`config.mk`:
```
export PLATFORM = sky130hd
export DESIGN_NAME = radar_pulse_timing_sequencer
export DESIGN_NICKNAME = d
export VERILOG_FILES = /design/src/pulse_seq_pkg.sv /design/src/radar_pulse_timing_sequencer.sv
export VERILOG_INCLUDE_DIRS = /design/src
export SDC_FILE = /design/constraint.sdc
export NUM_CORES = 1
export LEC_CHECK = 0
export ABC_CLOCK_PERIOD_IN_PS = 7100
export BUFFER_PORTS_ARGS = -buffer_cell sky130_fd_sc_hd__buf_2
export CAP_MARGIN = 10
export CORE_AREA = 2 2 230 289
export DETAILED_ROUTE_END_ITERATION = 8
export DIE_AREA = 0 0 232 291
export GPL_TIMING_DRIVEN = 0
export PLACE_DENSITY = 0.66
export SETUP_SLACK_MARGIN = 0.02
export SLEW_MARGIN = 40
export SYNTH_ARGS = -nofsm -noshare
export SYNTH_HDL_FRONTEND = slang
export SYNTH_SLANG_ARGS = --single-unit
```
`constraint.sdc`:
```
create_clock -name MCLK -period 7.1 [get_ports MCLK]
set_input_delay 0.71 -clock MCLK [delete_from_list [all_inputs] [get_ports MCLK]]
set_output_delay 0.71 -clock MCLK [all_outputs]
set_load 0.02 [all_outputs]
```
`src/pulse_seq_defines.svh`:
```
// Offsets, reset values and timing counts for the radar pulse timing sequencer
`ifndef PULSE_SEQ_DEFINES_SVH
`define PULSE_SEQ_DEFINES_SVH

`define CLK_HZ            20000000
`define PULSE_NS          1000
`define PULSE_CYC         ((`PULSE_NS * (`CLK_HZ / 1000000)) / 1000)
`define US_CYC            (`CLK_HZ / 1000000)
`define COMB_STD_US       10
`define COMB_BACKUP_US    500
`define BAUD_US           80
`define BARKER_LEN        13
`define BARKER_CODE       13'h1F35
`define CARRIER_HALF_CYC  5

// Register offsets
`define A_PERIOD          4'h0
`define A_SYNC            4'h1
`define A_TXON            4'h2
`define A_RXOFF           4'h3
`define A_RFON            4'h4
`define A_RFOFF           4'h5
`define A_TXOFF           4'h6
`define A_RXON            4'h7
`define A_CALON           4'h8
`define A_CALOFF          4'h9
`define A_RGRST           4'hA
`define A_RGSTART         4'hB
`define A_POSCLR          4'hC
`define A_CTRL            4'hD
`define A_STATUS          4'hE

// Reset event times in microseconds
`define RST_PERIOD        24'd37000
`define RST_SYNC          24'd10
`define RST_TXON          24'd1800
`define RST_RXOFF         24'd1820
`define RST_RFON          24'd1960
`define RST_RFOFF         24'd3000
`define RST_TXOFF         24'd3000
`define RST_RXON          24'd3500
`define RST_CALON         24'd11960
`define RST_CALOFF        24'd13000
`define RST_RGRST         24'd1950
`define RST_RGSTART       24'd1960
`define RST_POSCLR        24'd1950

// Control register fields
`define CTRL_CAL_EN       0
`define CTRL_BACKUP       1
`define CTRL_MODE_LO      2
`define CTRL_PHASE        4
`endif

```
`src/pulse_seq_pkg.sv`:
```
// Types shared by the radar pulse timing sequencer
package pulse_seq_pkg;
  typedef enum logic [1:0] {MODE_INHIBIT, MODE_UNMOD, MODE_BARKER} exc_mode_t;
  typedef struct packed {
    logic sync;
    logic tx_on;
    logic rx_off;
    logic rf_on;
    logic rf_off;
    logic tx_off;
    logic rx_on;
    logic cal_on;
    logic cal_off;
    logic rg_rst;
    logic rg_start;
    logic pos_clr;
    logic period_end;
  } pulse_vec_t;
endpackage

```
`src/radar_pulse_timing_sequencer.sv`:
```
// Radar interpulse-period timing sequencer with comb and coded exciter reference
//
// Overview of operation
// - Every emitted timing pulse lasts exactly one microsecond.
// - Host programs period length, default 37 ms; sequence restarts each period.
// - Transmitter power start precedes RF drive start by 0.16 ms.
// - Receiver blanking is issued before RF drive start, default 1.820 ms.
// - RF drive start and stop bracket only the 1.04 ms transmission.
// - Receiver re-enable follows RF stop later, defaults 3.000 and 3.500 ms.
// - Calibration start/stop pulses only when control-room enable is set.
// - Every on and off event has its own output line.
// - Monitor sync pulse near period start, default 0.010 ms.
// - Range-gate reset, range-gate start and position-counter clear go to status logic.
// - Range sync passes from one of two sources chosen by static select.
// - Sampling comb every 10 us, referenced to selectable 5 MHz source.
// - Backup data mode switches comb spacing to 500 us.
// - Gated 2 MHz coded reference from 4 MHz, enabled between RF start and stop.
// - Phase code is a 13-element Barker code, 80 us per element.
// - Exciter modes: unmodulated, Barker-modulated, inhibited.
// - Receive gates open on receiver enable, close on receiver blank.
// - Host selects 0/180 mixer phase by command bit 20 and records it.
`timescale 1ns/1ps
`include "pulse_seq_defines.svh"

module radar_pulse_timing_sequencer
  import pulse_seq_pkg::*;
#(
  parameter int TW = 24
) (
  input  wire logic        MCLK,
  input  wire logic        RST_N,
  input  wire logic [3:0]  ADDR,
  input  wire logic [31:0] WDATA,
  input  wire logic        WR,
  input  wire logic        RD,
  output logic [31:0]      RDATA,
  input  wire logic        REF_SEL,
  input  wire logic        REF_5M_STD,
  input  wire logic        REF_5M_WFG,
  input  wire logic        RSYNC_SEL,
  input  wire logic        RSYNC_WFG,
  input  wire logic        RSYNC_STAT,
  input  wire logic        PRETRIG,
  input  wire logic [12:0] CODE_PATTERN,
  output pulse_vec_t       PULSES,
  output logic             RANGE_SYNC,
  output logic             SAMPLE_COMB,
  output logic             CODED_REF,
  output logic             RX_GATE,
  output logic             MIXER_PHASE
);

  // Synchronisers for pins from outside the clock domain
  logic [1:0]  s_std, s_wfg, s_rs_w, s_rs_s, s_sel, s_rsel, s_pre;
  logic [12:0] code_meta_r, code_sync_r; // Static pattern still comes from a pin
  always_ff @(posedge MCLK or negedge RST_N) begin
    if (!RST_N) begin
      s_std  <= 2'h0;
      s_wfg  <= 2'h0;
      s_rs_w <= 2'h0;
      s_rs_s <= 2'h0;
      s_sel  <= 2'h0;
      s_rsel <= 2'h0;
      s_pre  <= 2'h0;
      code_meta_r <= 13'h0000;
      code_sync_r <= 13'h0000;
    end else begin
      s_std  <= {s_std[0], REF_5M_STD};
      s_wfg  <= {s_wfg[0], REF_5M_WFG};
      s_rs_w <= {s_rs_w[0], RSYNC_WFG};
      s_rs_s <= {s_rs_s[0], RSYNC_STAT};
      s_sel  <= {s_sel[0], REF_SEL};
      s_rsel <= {s_rsel[0], RSYNC_SEL};
      s_pre  <= {s_pre[0], PRETRIG};
      code_meta_r <= CODE_PATTERN;
      code_sync_r <= code_meta_r;
    end
  end

  // Registers: period, twelve event times, control
  logic [TW-1:0] period_r;
  logic [TW-1:0] evt_r [12];
  logic          cal_en_r;
  logic          backup_r;
  exc_mode_t     mode_r;
  logic          phase_r;
  logic [31:0]   phase_log_r;

  function automatic logic [TW-1:0] evt_reset(input int i);
    case (i)
      0:       evt_reset = TW'(`RST_SYNC);
      1:       evt_reset = TW'(`RST_TXON);
      2:       evt_reset = TW'(`RST_RXOFF);
      3:       evt_reset = TW'(`RST_RFON);
      4:       evt_reset = TW'(`RST_RFOFF);
      5:       evt_reset = TW'(`RST_TXOFF);
      6:       evt_reset = TW'(`RST_RXON);
      7:       evt_reset = TW'(`RST_CALON);
      8:       evt_reset = TW'(`RST_CALOFF);
      9:       evt_reset = TW'(`RST_RGRST);
      10:      evt_reset = TW'(`RST_RGSTART);
      default: evt_reset = TW'(`RST_POSCLR);
    endcase
  endfunction

  // Host writes to the period and event offsets
  always_ff @(posedge MCLK or negedge RST_N) begin
    if (!RST_N) begin
      period_r <= TW'(`RST_PERIOD);
      for (int i = 0; i < 12; i++) begin
        evt_r[i] <= evt_reset(i);
      end
    end else if (WR) begin
      if (ADDR == `A_PERIOD) begin
        period_r <= WDATA[TW-1:0];
      end else if (ADDR >= `A_SYNC && ADDR <= `A_POSCLR) begin
        evt_r[ADDR - `A_SYNC] <= WDATA[TW-1:0];
      end
    end
  end

  // Control bits; phase select is taken from bit 20 as the elevation word carries it
  always_ff @(posedge MCLK or negedge RST_N) begin
    if (!RST_N) begin
      cal_en_r <= 1'b0;
      backup_r <= 1'b0;
      mode_r   <= MODE_INHIBIT;
      phase_r  <= 1'b0;
    end else if (WR && ADDR == `A_CTRL) begin
      cal_en_r <= WDATA[`CTRL_CAL_EN];
      backup_r <= WDATA[`CTRL_BACKUP];
      mode_r   <= (WDATA[`CTRL_MODE_LO+1:`CTRL_MODE_LO] == 2'h1) ? MODE_UNMOD :
                  (WDATA[`CTRL_MODE_LO+1:`CTRL_MODE_LO] == 2'h2) ? MODE_BARKER : MODE_INHIBIT;
      phase_r  <= WDATA[20];
    end
  end

  // Period counter at microsecond resolution
  logic [4:0]    us_div_r;
  logic          us_tick;
  logic [TW-1:0] pcount_r;
  logic          period_wrap;
  assign us_tick     = (us_div_r == 5'(`US_CYC - 1));
  assign period_wrap = us_tick && (pcount_r >= period_r - TW'(1));

  always_ff @(posedge MCLK or negedge RST_N) begin
    if (!RST_N) begin
      us_div_r <= 5'h0;
    end else begin
      us_div_r <= us_tick ? 5'h0 : us_div_r + 5'h1;
    end
  end

  always_ff @(posedge MCLK or negedge RST_N) begin
    if (!RST_N) begin
      pcount_r <= '0;
    end else if (us_tick) begin
      pcount_r <= period_wrap ? '0 : pcount_r + TW'(1);
    end
  end

  // Record of each period's mixer phase, one bit per period, shifted in at wrap
  always_ff @(posedge MCLK or negedge RST_N) begin
    if (!RST_N) begin
      phase_log_r <= 32'h0000_0000;
    end else if (period_wrap) begin
      phase_log_r <= {phase_log_r[30:0], phase_r};
    end
  end

  always_ff @(posedge MCLK or negedge RST_N) begin
    if (!RST_N) begin
      MIXER_PHASE <= 1'b0;
    end else if (period_wrap) begin
      MIXER_PHASE <= phase_r; // Changes only between periods
    end
  end

  // Event hits: one-clock starts when counter enters the programmed microsecond
  logic [12:0] hit;
  always_comb begin
    for (int i = 0; i < 12; i++) begin
      hit[i] = us_tick && (pcount_r + TW'(1) == evt_r[i]) && !period_wrap;
    end
    hit[12] = period_wrap;
    hit[7]  = hit[7] && cal_en_r;
    hit[8]  = hit[8] && cal_en_r;
  end

  // Pulse stretchers: one counter per line so no line is shared
  logic [4:0] stretch_r [13];
  always_ff @(posedge MCLK or negedge RST_N) begin
    if (!RST_N) begin
      for (int i = 0; i < 13; i++) begin
        stretch_r[i] <= 5'h0;
      end
    end else begin
      for (int i = 0; i < 13; i++) begin
        if (hit[i]) begin
          stretch_r[i] <= 5'(`PULSE_CYC);
        end else if (stretch_r[i] != 5'h0) begin
          stretch_r[i] <= stretch_r[i] - 5'h1;
        end
      end
    end
  end

  // Each event drives its own line defaults give ..spacing
  always_ff @(posedge MCLK or negedge RST_N) begin
    if (!RST_N) begin
      PULSES <= '0;
    end else begin
      PULSES.sync       <= hit[0]  || (stretch_r[0]  > 5'h1);
      PULSES.tx_on      <= hit[1]  || (stretch_r[1]  > 5'h1);
      PULSES.rx_off     <= hit[2]  || (stretch_r[2]  > 5'h1);
      PULSES.rf_on      <= hit[3]  || (stretch_r[3]  > 5'h1);
      PULSES.rf_off     <= hit[4]  || (stretch_r[4]  > 5'h1);
      PULSES.tx_off     <= hit[5]  || (stretch_r[5]  > 5'h1);
      PULSES.rx_on      <= hit[6]  || (stretch_r[6]  > 5'h1);
      PULSES.cal_on     <= hit[7]  || (stretch_r[7]  > 5'h1);
      PULSES.cal_off    <= hit[8]  || (stretch_r[8]  > 5'h1);
      PULSES.rg_rst     <= hit[9]  || (stretch_r[9]  > 5'h1);
      PULSES.rg_start   <= hit[10] || (stretch_r[10] > 5'h1);
      PULSES.pos_clr    <= hit[11] || (stretch_r[11] > 5'h1);
      PULSES.period_end <= hit[12] || (stretch_r[12] > 5'h1);
    end
  end

  // Receive gate: opens on re-enable, closes on blanking
  always_ff @(posedge MCLK or negedge RST_N) begin
    if (!RST_N) begin
      RX_GATE <= 1'b0;
    end else if (hit[2]) begin
      RX_GATE <= 1'b0;
    end else if (hit[6]) begin
      RX_GATE <= 1'b1;
    end
  end

  // Range sync pass-through from the selected source
  always_ff @(posedge MCLK or negedge RST_N) begin
    if (!RST_N) begin
      RANGE_SYNC <= 1'b0;
    end else begin
      RANGE_SYNC <= s_rsel[1] ? s_rs_s[1] : s_rs_w[1];
    end
  end

  // Sampling comb: 5 MHz reference edges counted, 5 per microsecond
  logic       ref_d_r;
  logic       ref_rise;
  logic [2:0] ref_cnt_r;
  logic [8:0] comb_us_r;
  logic       comb_hit;
  assign ref_rise = (s_sel[1] ? s_wfg[1] : s_std[1]) && !ref_d_r;
  assign comb_hit = ref_rise && ref_cnt_r == 3'h4 &&
                    comb_us_r == (backup_r ? 9'(`COMB_BACKUP_US - 1) : 9'(`COMB_STD_US - 1));

  always_ff @(posedge MCLK or negedge RST_N) begin
    if (!RST_N) begin
      ref_d_r   <= 1'b0;
      ref_cnt_r <= 3'h0;
      comb_us_r <= 9'h0;
    end else begin
      ref_d_r <= s_sel[1] ? s_wfg[1] : s_std[1];
      if (ref_rise) begin
        ref_cnt_r <= (ref_cnt_r == 3'h4) ? 3'h0 : ref_cnt_r + 3'h1;
        if (ref_cnt_r == 3'h4) begin
          comb_us_r <= comb_hit ? 9'h0 : comb_us_r + 9'h1;
        end
      end
    end
  end

  // Comb pulse held one microsecond
  logic [4:0] comb_str_r;
  always_ff @(posedge MCLK or negedge RST_N) begin
    if (!RST_N) begin
      comb_str_r  <= 5'h0;
      SAMPLE_COMB <= 1'b0;
    end else begin
      comb_str_r  <= comb_hit ? 5'(`PULSE_CYC) : (comb_str_r != 5'h0 ? comb_str_r - 5'h1 : 5'h0);
      SAMPLE_COMB <= comb_hit || comb_str_r > 5'h1;
    end
  end

  // Coded reference: 2 MHz square from a 4 MHz internal phase, gated by RF window
  logic       rf_win_r;
  logic [2:0] q4_div_r;
  logic       clk4_r;
  logic       carrier_r;
  logic [10:0] baud_cnt_r;
  logic [3:0] chip_r;
  always_ff @(posedge MCLK or negedge RST_N) begin
    if (!RST_N) begin
      rf_win_r <= 1'b0;
    end else if (hit[3]) begin
      rf_win_r <= 1'b1;
    end else if (hit[4]) begin
      rf_win_r <= 1'b0;
    end
  end

  // 4 MHz strobe once every five clocks; the carrier toggles on each strobe, giving 2 MHz
  // Runs from MCLK, so it is not locked to the selected 5 MHz reference
  always_ff @(posedge MCLK or negedge RST_N) begin
    if (!RST_N) begin
      q4_div_r  <= 3'h0;
      clk4_r    <= 1'b0;
      carrier_r <= 1'b0;
    end else if (s_pre[1]) begin
      q4_div_r  <= 3'h0; // Pretrigger presets the phase
      clk4_r    <= 1'b0;
      carrier_r <= 1'b0;
    end else begin
      q4_div_r <= (q4_div_r == 3'(`CARRIER_HALF_CYC - 1)) ? 3'h0 : q4_div_r + 3'h1;
      clk4_r   <= (q4_div_r == 3'(`CARRIER_HALF_CYC - 1));
      if (clk4_r) begin
        carrier_r <= !carrier_r;
      end
    end
  end

  // Barker chip sequencing: 13 elements of 80 us from RF start
  always_ff @(posedge MCLK or negedge RST_N) begin
    if (!RST_N) begin
      baud_cnt_r <= 11'h0;
      chip_r     <= 4'h0;
    end else if (s_pre[1] || hit[3]) begin
      baud_cnt_r <= 11'h0;
      chip_r     <= 4'h0;
    end else if (rf_win_r && chip_r < 4'(`BARKER_LEN)) begin
      if (baud_cnt_r == 11'(`BAUD_US * `US_CYC - 1)) begin
        baud_cnt_r <= 11'h0;
        chip_r     <= chip_r + 4'h1;
      end else begin
        baud_cnt_r <= baud_cnt_r + 11'h1;
      end
    end
  end

  always_ff @(posedge MCLK or negedge RST_N) begin
    if (!RST_N) begin
      CODED_REF <= 1'b0;
    end else begin
      case (mode_r)
        MODE_UNMOD:  CODED_REF <= rf_win_r && carrier_r;
        MODE_BARKER: CODED_REF <= rf_win_r && chip_r < 4'(`BARKER_LEN) &&
                                  (carrier_r ^ !code_sync_r[4'd12 - chip_r]);
        default:     CODED_REF <= 1'b0;
      endcase
    end
  end

  // Register read-back, one cycle after the strobe
  always_ff @(posedge MCLK or negedge RST_N) begin
    if (!RST_N) begin
      RDATA <= 32'h0000_0000;
    end else if (RD) begin
      if (ADDR == `A_PERIOD) begin
        RDATA <= 32'(period_r);
      end else if (ADDR >= `A_SYNC && ADDR <= `A_POSCLR) begin
        RDATA <= 32'(evt_r[ADDR - `A_SYNC]);
      end else if (ADDR == `A_CTRL) begin
        RDATA <= {11'h0, phase_r, 16'h0, mode_r, backup_r, cal_en_r};
      end else if (ADDR == `A_STATUS) begin
        RDATA <= 32'({2'h0, RX_GATE, rf_win_r, chip_r, pcount_r});
      end else begin
        RDATA <= phase_log_r;
      end
    end else begin
      RDATA <= 32'h0000_0000;
    end
  end

endmodule

```
---- Word-level counts from Yosys, hierarchy flattened ----
Cells that the tools add are included.
storage, ports and cells
  flip-flop bits (word level) ............. 572
  latch bits .............................. 0
  memory bits (writable) .................. 0
  bits in read-only memories .............. 0
  output and inout port bits .............. 50
  word-level logic and storage cells ...... 300
  memories ................................ 0
cells by class
  add/sub/neg operators ................... 24
  multipliers ............................. 0
  divide/modulo/power cells ............... 0
  order comparisons ....................... 21
  eq/ne operators ......................... 23
  shift-type cells ........................ 0
  mux-type cells .......................... 66
  bitwise operators ....................... 3
  reduce and logical (&&, ||, !) cells .... 92
operators with widths
  cell                                                                  number
  288-bit bitwise mux                                                   1
  24-bit equality test                                                  12
  32-bit two-way mux                                                    5
  5-bit two-way mux                                                     29
  24-bit binary-select mux with 4-bit select                            1
  24-bit demux with 4-bit select                                        1
  24-bit two-way mux                                                    4
  5-bit by 1-bit > comparator with 1-bit output, second input constant  14
  5-bit nonzero test                                                    14
  5-bit by 1-bit subtractor with 5-bit output, second input constant    14
  1-bit logical AND                                                     36
  2-bit nonzero test                                                    18
  11-bit two-way mux                                                    3
  24-bit by 1-bit adder with 24-bit output, second input constant       1
  24-bit >= comparator                                                  1
  24-bit by 1-bit subtractor with 24-bit output, second input constant  1
  9-bit two-way mux                                                     2
  1-bit logical OR                                                      15
  4-bit two-way mux                                                     3
  11-bit by 1-bit adder with 11-bit output, second input constant       1
  11-bit equality test, second input constant                           1
  1-bit two-way mux                                                     10
  9-bit by 1-bit adder with 9-bit output, second input constant         1
  9-bit equality test                                                   1
  27 further kinds                                                      40

---- Longest topological paths before layout ----
Gate-level depths: netlist (run 1).
  depth in word-level cells ............... 8
  gate-level depth with buffers ........... 18
  gate-level depth less buffers ........... 16

---- Least setup slack after synthesis (run 1) ----
No wires, ideal clock.
  path kind ............................... reg2reg
  start ................................... register period_r[8]
  end ..................................... register phase_log_r[10]
  library setup time ...................... 0.125 ns
  arrival ................................. 4.494 ns
  required time ........................... 6.975 ns
  path slack .............................. 2.481 ns
  stages on the path, launching flop included .. 15
  path buffers ............................ 2
  period minus slack after synthesis ...... 4.619 ns
  cell sequence ........................... dfrtp_1 or3_1 or4_1 or3_1 clkbuf_1 or4_1 xor2_1 ha_1 nand4_1 or4_1 a31oi_1 nand3b_1 nand2_1 clkbuf_1 mux2_2
between the ends
  longest elaborated chain between the ends .. 3
ends and longest elaborated chain
  item                                           RTL line                             RTL
  start: declaration                             radar_pulse_timing_sequencer.sv:81   logic [TW-1:0] period_r;
  start signal: assignment                       radar_pulse_timing_sequencer.sv:109  period_r <= TW'(`RST_PERIOD);
  start signal: assignment                       radar_pulse_timing_sequencer.sv:115  period_r <= WDATA[TW-1:0];
  24-bit by 1-bit subtractor with 24-bit output  radar_pulse_timing_sequencer.sv:144  assign period_wrap = us_tick && (pcount_r >= period_r - TW'(1));
  24-bit >= comparator                           radar_pulse_timing_sequencer.sv:144
  1-bit logical AND                              radar_pulse_timing_sequencer.sv:144
  end signal: assignment                         radar_pulse_timing_sequencer.sv:167  phase_log_r <= {phase_log_r[30:0], phase_r};
  end: declaration                               radar_pulse_timing_sequencer.sv:87   logic [31:0] phase_log_r;
No other way between the ends.
A chain may end at the register's enable or synchronous reset.

---- Final worst setup path (run 1) ----
  start ................................... register period_r[6]
  end ..................................... register phase_log_r[19]
The elaborated chain is that of the path after synthesis.

==> results.toml, run 1 <==
[status]
status = "finished clean"

[timing]
worstMarginPinSlew_ns = 0.963
whs_ns = 0.00000155
timing.final.max_slew_violations = 0
layout_min_cycle_time_ns = 6.32
grt_setup_unrepaired = "no"
slew_headroom_pct = 35.8
finalCritPeriodShare_pct = 89.0
setup_violations = 0
skew_ns = 0.0221
hold_viol = 0
fmax_mhz = 158
fin_ws_ns = 0.781

[logic_synthesis]
syn_area_um2 = 32000
yosys_register_bits = 571
synthXorXnorAreaFrac_pct = 11.9
synth_compound_area_share_pct = 7.54
async_flop_share_pct = 100
synth_top_family_by_area = "multiplexers"
ys.flop_type = "dfrtp_1"
yosys.area_share.simple_pct = 11.1
muxShareOfSynthArea_pct = 18.4
syn_inst = 2767
synth_cell_type_count = 79
syn_nets = 2911
synthAdderAreaFrac_pct = 3.28
syn_avg_cell_area_um2 = 11.6
yosysSeqAreaShare_pct = 44.9
yosys_warnings = 0
synth_edf_count = 0

[power]
finalPower_uw = 11100
ir_drop_mv = 0.171
p_leak_uw = 0.0153
power_density_nw_per_um2 = 309

[worst_setup_path]
worst_path_max_delay_cell = "nand3b_1"
crit_chain = "or3_1, or4_1, or3_1, or3_1, nor3b_1, xnor2_1, ha_1, nand4_1, or4_1, a31oi_2, nand3b_1, nand2_1, clkbuf_1, mux2_2"
critical_path.most_common_cell = "or3_1"
arrival_ns = 6.83
worstSetupEndpointType = "flop"
worst_ep_required_time_ns = 7.61
crit_type = "reg2reg"
critPathLaunchType = "flop"
critical-path-max-stage-delay_ns = 0.67
crit_fanout = 10

[detailed_routing]
finalWirelength_um = 104000
drt-vias-per-instance = 6.08
wl_per_cell_um = 26.9
drtPass1Iterations = 6
drtIter0Drc = 2074
routed-via-count = 23400
drc = 0
ant_nets = 0

[placement]
place_ws_ns = 0.897
dp_hpwl_um = 80700
placed_cells = 3739
gp_congestion = 1.04
dpl_cell_area_um2 = 34100
io_buffers = 100

[floorplanning]
die_width_um = 232
rows = 105
initial_core_util_pct = 49.3
pin_count = 110
coreArea_um2 = 65000
die_area_um2 = 67500
die_h_um = 291

[global_routing]
overflow = 0
grt_antenna_before_repair = 0
grt_usage_pct = 31.0
grt_pass1_wl_um = 155000
grt_pass1_vias = 24200
grt_start_max_net_pins = 81

[finish]
instances_no_fill = 3853
syn_to_final_growth_pct = 12.6
fillers = 5561
design_area_um2 = 36100
fin_nets = 3090
drive_above_1_share_pct = 26.8

[clocking]
cts_setup_buffers = 0
cts_tree = "yes"
postCtsHoldBufs = 0
cts_resized = 0
path_clk_slew_ns = 0.07
clkSinkCount = 571
clock_latency_ns = 0.64
numCtsBuffers = 61
clk_path_buf_depth = 3
root_buffer = "clkbuf_16"
ctsHtreeMaxLevel = 2

[worst_hold_path]
hold_class = "in2async"

[flow_run]
drv_cap = 0
worst max-delay path: cells and delay by family, from the launching register on:
kind	cells	cell delay (ns)
simple gates	9	3.92
compound gates	1	0.61
flops	1	0.44
buf+inv	1	0.39
mux	1	0.36
fa+ha+maj	1	0.32
xor+xnor	1	0.11
logic make-up after synthesis:
group                    after synthesis
buffers and inverters                231
flip-flops                           571
multiplexers                         451
XOR/XNOR                             362
AO/OA/AOI/OAI                        356
AND/OR/NAND/NOR                      712
adder cells (fa/ha/maj)               84
routing by layer:
metal,track usage (%),vias up,wire length [µm]
li1,-,10300,-
met1,38.0,11900,39500
met2,52.0,893,50800
met3,4.01,282,6070
met4,19.0,0,7480
met5,0,-,0
registers in the layout, summed over array words and instances (netlist names), 2 cells and up:
signal	count
s_wfg	2
baud_cnt_r	11
RDATA	32
stretch_r	65
s_sel	2
period_r	24
s_std	2
q4_div_r	3
PULSES	13
comb_str_r	5
s_rs_w	2
us_div_r	5
comb_us_r	9
code_meta_r	13
code_sync_r	13
s_rsel	2
s_pre	2
s_rs_s	2
phase_log_r	32
ref_cnt_r	3
evt_r	288
chip_r	4
mode_r	2
pcount_r	24
Yosys cell counts (28+ instances only):
master / n / share of area, %
o21ai_0: 87 / 1.4
xor2_1: 107 / 2.9
o211a_1: 28 / 0.87
nand4_1: 37 / 0.72
mux2i_1: 30 / 0.94
inv_1: 58 / 0.68
ha_1: 84 / 3.3
nor3_1: 61 / 0.95
nor4_1: 39 / 0.76
nand2_1: 209 / 2.4
dfstp_2: 79 / 6.5
mux4_2: 75 / 5.3
o211ai_1: 35 / 0.82
dfrtp_1: 492 / 38
nand3_1: 59 / 0.92
mux2_2: 346 / 12
xnor3_1: 43 / 3.0
a21oi_1: 72 / 1.1
clkbuf_1: 136 / 1.6
nor2_1: 145 / 1.7
xnor2_1: 205 / 5.6
per-stage QoR:
step	TNS [ns]	utilization, %
floorplan	0	-
global placement	-3258.06	51.7
detailed placement	0	52.4
CTS	0	55.4
global route	0	55.5
finish	0	55.5
report_power, final:
group / total (µW) / internal [µW] / switching (µW)
combinational: 3030 / 1600 / 1430
sequential: 4960 / 4130 / 834
clock: 3150 / 1760 / 1390
total: 11100 / 7490 / 3660
layout make-up:
type / instances / area, µm² / share of cell area [%]
sequential: 571 / 14400 / 39.9
inverter: 58 / 218 / 0.603
clock inverter: 33 / 262 / 0.725
antenna: 1 / 2.50 / 0.00693
timing repair buffer: 116 / 781 / 2.16
clock buffer: 80 / 1700 / 4.71
buffer: 173 / 716 / 1.98
multi-input combinational: 1965 / 16900 / 47.0
tap: 856 / 1070 / 2.97
worst paths after layout:
| check | startpoint | to | slack [ns] | depth (start not counted) |
|---|---|---|---|---|
| min in group MCLK | REF_5M_STD | s_std[0] | 0.18 | 1 |
| hold reg to reg | s_rs_w[0] | s_rs_w[1] | 0.35 | 0 |
| setup reg to reg | period_r[6] | phase_log_r[19] | 0.78 | 14 |
| max in group asynchronous | RST_N | PULSES[5] | 5.30 | 5 |
| setup / recovery | period_r[6] | phase_log_r[19] | 0.78 | 14 |
| hold / removal | RST_N | s_rs_s[0] | 0.000002 | 1 |
layout by cell type (no fill, tap or decap), types with 10 or more instances in the layout:
master      instances
or3_1              24
nor2_1            137
nand4_1            37
dfrtp_1           492
clkinv_2           16
a31oi_1            20
nand2b_1           20
buf_2             124
o211ai_1           35
nand3_1            59
or4_1              16
xor2_1            106
clkbuf_16          63
o2111ai_1          12
xnor3_1            43
nor4_1             32
a211oi_1           16
o31ai_1            15
dfstp_2            79
clkbuf_1          140
and2_1             18
nor3_1             56
nand2_1           209
mux4_2             75
inv_1              58
o21ai_0            87
xnor2_1           202
ha_1               84
mux2i_1            30
and3_1             22
o211a_1            28
nand3b_1           10
mux2_2            346
clkinvlp_4         10
buf_4              10
a21oi_1            72
nor2b_1            10
Power figures use the tool's default switching activity.
==> run 2: changes to the inputs <==
--- a/config.mk
+++ b/config.mk
@@ -9,11 +9,10 @@
 export ABC_CLOCK_PERIOD_IN_PS = 7100
 export BUFFER_PORTS_ARGS = -buffer_cell sky130_fd_sc_hd__buf_2
 export CAP_MARGIN = 10
-export CORE_AREA = 2 2 230 289
+export CORE_AREA = 2 2 242 304
 export DETAILED_ROUTE_END_ITERATION = 8
-export DIE_AREA = 0 0 232 291
+export DIE_AREA = 0 0 244 306
 export GPL_TIMING_DRIVEN = 0
-export PLACE_DENSITY = 0.66
 export SETUP_SLACK_MARGIN = 0.02
 export SLEW_MARGIN = 40
 export SYNTH_ARGS = -nofsm -noshare
==> run 2 against run 1 <==
Against the previous run:
- clock power increased by 15%
- largest cell class unchanged
- largest power group unchanged
- highest routed layer unchanged
- first-iteration DRC count decreased by 11%
- critical path depth unchanged
==> results.toml, run 2 (same netlist as run 1, synthesis figures left out) <==
[flow_run]
drv_cap = 0

[clocking]
clk_path_buf_depth = 3
path_clk_slew_ns = 0.06
clkSinkCount = 571
clock_latency_ns = 0.64
ctsHtreeMaxLevel = 3
cts_resized = 0
root_buffer = "clkbuf_16"
numCtsBuffers = 66
cts_tree = "yes"
cts_setup_buffers = 0

[detailed_routing]
ant_nets = 0
finalWirelength_um = 106000
wl_per_cell_um = 26.9
drtIter0Drc = 1846
drtPass1Iterations = 5
drt-vias-per-instance = 5.96
routed-via-count = 23600
drc = 0

[finish]
top_regs = "evt_r x288, stretch_r x65"
multi_input_area_um2 = 17000
seqCellArea_um2 = 14400
fillers = 6336
fin_nets = 3097
drive_above_1_share_pct = 27.0
layout_common_cells = "dfrtp_1 (492), mux2_2 (346), nand2_1 (209), xnor2_1 (201), clkbuf_1 (138)"
syn_to_final_growth_pct = 14.3
final_common_cell = "dfrtp_1"
instances_no_fill = 3955
top_register = "evt_r"
design_area_um2 = 36600
largest_register_ffs = 288

[worst_setup_path]
worstSetupEndpointType = "flop"
crit_fanout = 10
worst_ep_required_time_ns = 7.60
crit_type = "reg2reg"
arrival_ns = 7.04
critPathLaunchType = "flop"

[floorplanning]
pin_count = 110
initial_core_util_pct = 44.7
die_h_um = 306
rows = 110
die_area_um2 = 74700
coreArea_um2 = 71700
die_width_um = 244

[placement]
io_buffers = 100
dpl_cell_area_um2 = 34200
placed_cells = 3836
gp_congestion = 0.975
dp_hpwl_um = 82700
place_ws_ns = 0.693

[timing]
slew_headroom_pct = 36.7
fin_ws_ns = 0.561
finalCritPeriodShare_pct = 92.1
setup_violations = 0
timing.final.max_slew_violations = 0
fmax_mhz = 153
hold_viol = 0
layout_min_cycle_time_ns = 6.54
worstMarginPinSlew_ns = 0.940
skew_ns = 0.0234
setup_tns_ns = 0
grt_setup_unrepaired = "no"

[power]
power_density_nw_per_um2 = 317
p_leak_uw = 0.0155
ir_drop_mv = 0.172

[global_routing]
grt_antenna_before_repair = 1
grt_pass1_vias = 24500
grt_start_max_net_pins = 77
grt_usage_pct = 28.6
grt_pass1_wl_um = 157000
overflow = 0

[worst_hold_path]
hold_class = "in2reg"

[status]
status = "finished clean"
[run 2: changes by cell type in the layout (fill, tap and decap cells not counted), moves of 8 or more]
cell / previous run / this run
clkbuf_8: 6 / 16
clkinvlp_4: 10 / 0
clkinv_2: 16 / 8
clkbuf_16: 63 / 71
[run 2: worst max-delay path, cell delays in order (launching register included)]
cell	delay (ns)
dfrtp_1	0.44
or3_1	0.40
or4_1	0.48
or3_1	0.44
or3_1	0.47
nor3b_1	0.45
xnor2_1	0.12
ha_1	0.35
nand4_1	0.15
or4_1	0.62
a31oi_2	0.61
nand3b_1	0.65
nand2_1	0.46
clkbuf_1	0.39
mux2_2	0.35
[run 2: repair_timing]
item / CTS / global route
endpoints found under the setup margin: 0 / 0
hold buffers: 1 / 0
hold endpoints to repair: 7 / 0
[run 2: worst paths after layout]
kind	startpoint	endpoint	slack (ns)	cells after the start
setup / recovery	period_r[6]	phase_log_r[7]	0.56	14
hold reg to reg	s_rsel[0]	s_rsel[1]	0.35	0
min in group asynchronous	RST_N	s_rsel[1]	0.46	2
hold / removal	RSYNC_SEL	s_rsel[0]	0.19	1
setup reg to reg	period_r[6]	phase_log_r[7]	0.56	14
max in group asynchronous	RST_N	PULSES[8]	4.54	7
[run 2: final cells by class]
class                      count  share of cell area [%]
antenna                        1                 0.00683
buffer                       173                    1.97
clock buffer                 100                    5.59
clock inverter                17                   0.673
inverter                      58                   0.595
multi-input combinational   1965                    46.4
sequential                   571                    39.3
tap                          952                    3.25
timing repair buffer         118                    2.22
[run 2: routing by layer]
metal | global-route usage [%] | vias up | wire length [µm]
met5 | 0 | - | 0
met3 | 4.41 | 275 | 5840
met4 | 18.0 | 0 | 7330
met1 | 34.0 | 12100 | 40700
li1 | - | 10300 | -
met2 | 48.5 | 849 | 52400
[run 2: metrics by stage]
| step | hold WS (ns) | total power (µW) | utilization [%] |
|---|---|---|---|
| final | 0.187 | 11600 | 51.1 |
| after global routing | 0.175 | 12200 | 51.1 |
| after CTS | 0.160 | 11700 | 51.0 |
| after detailed placement | 0.335 | 8020 | 47.8 |
| after global placement | 0.332 | 7810 | 47.0 |
| after floorplan | 0.331 | 6980 | - |
[run 2: power breakdown]
| part | switching, µW | internal (µW) |
|---|---|---|
| registers | 818 | 4130 |
| logic | 1460 | 1600 |
| clock network | 1400 | 2210 |
| total | 3680 | 7930 |
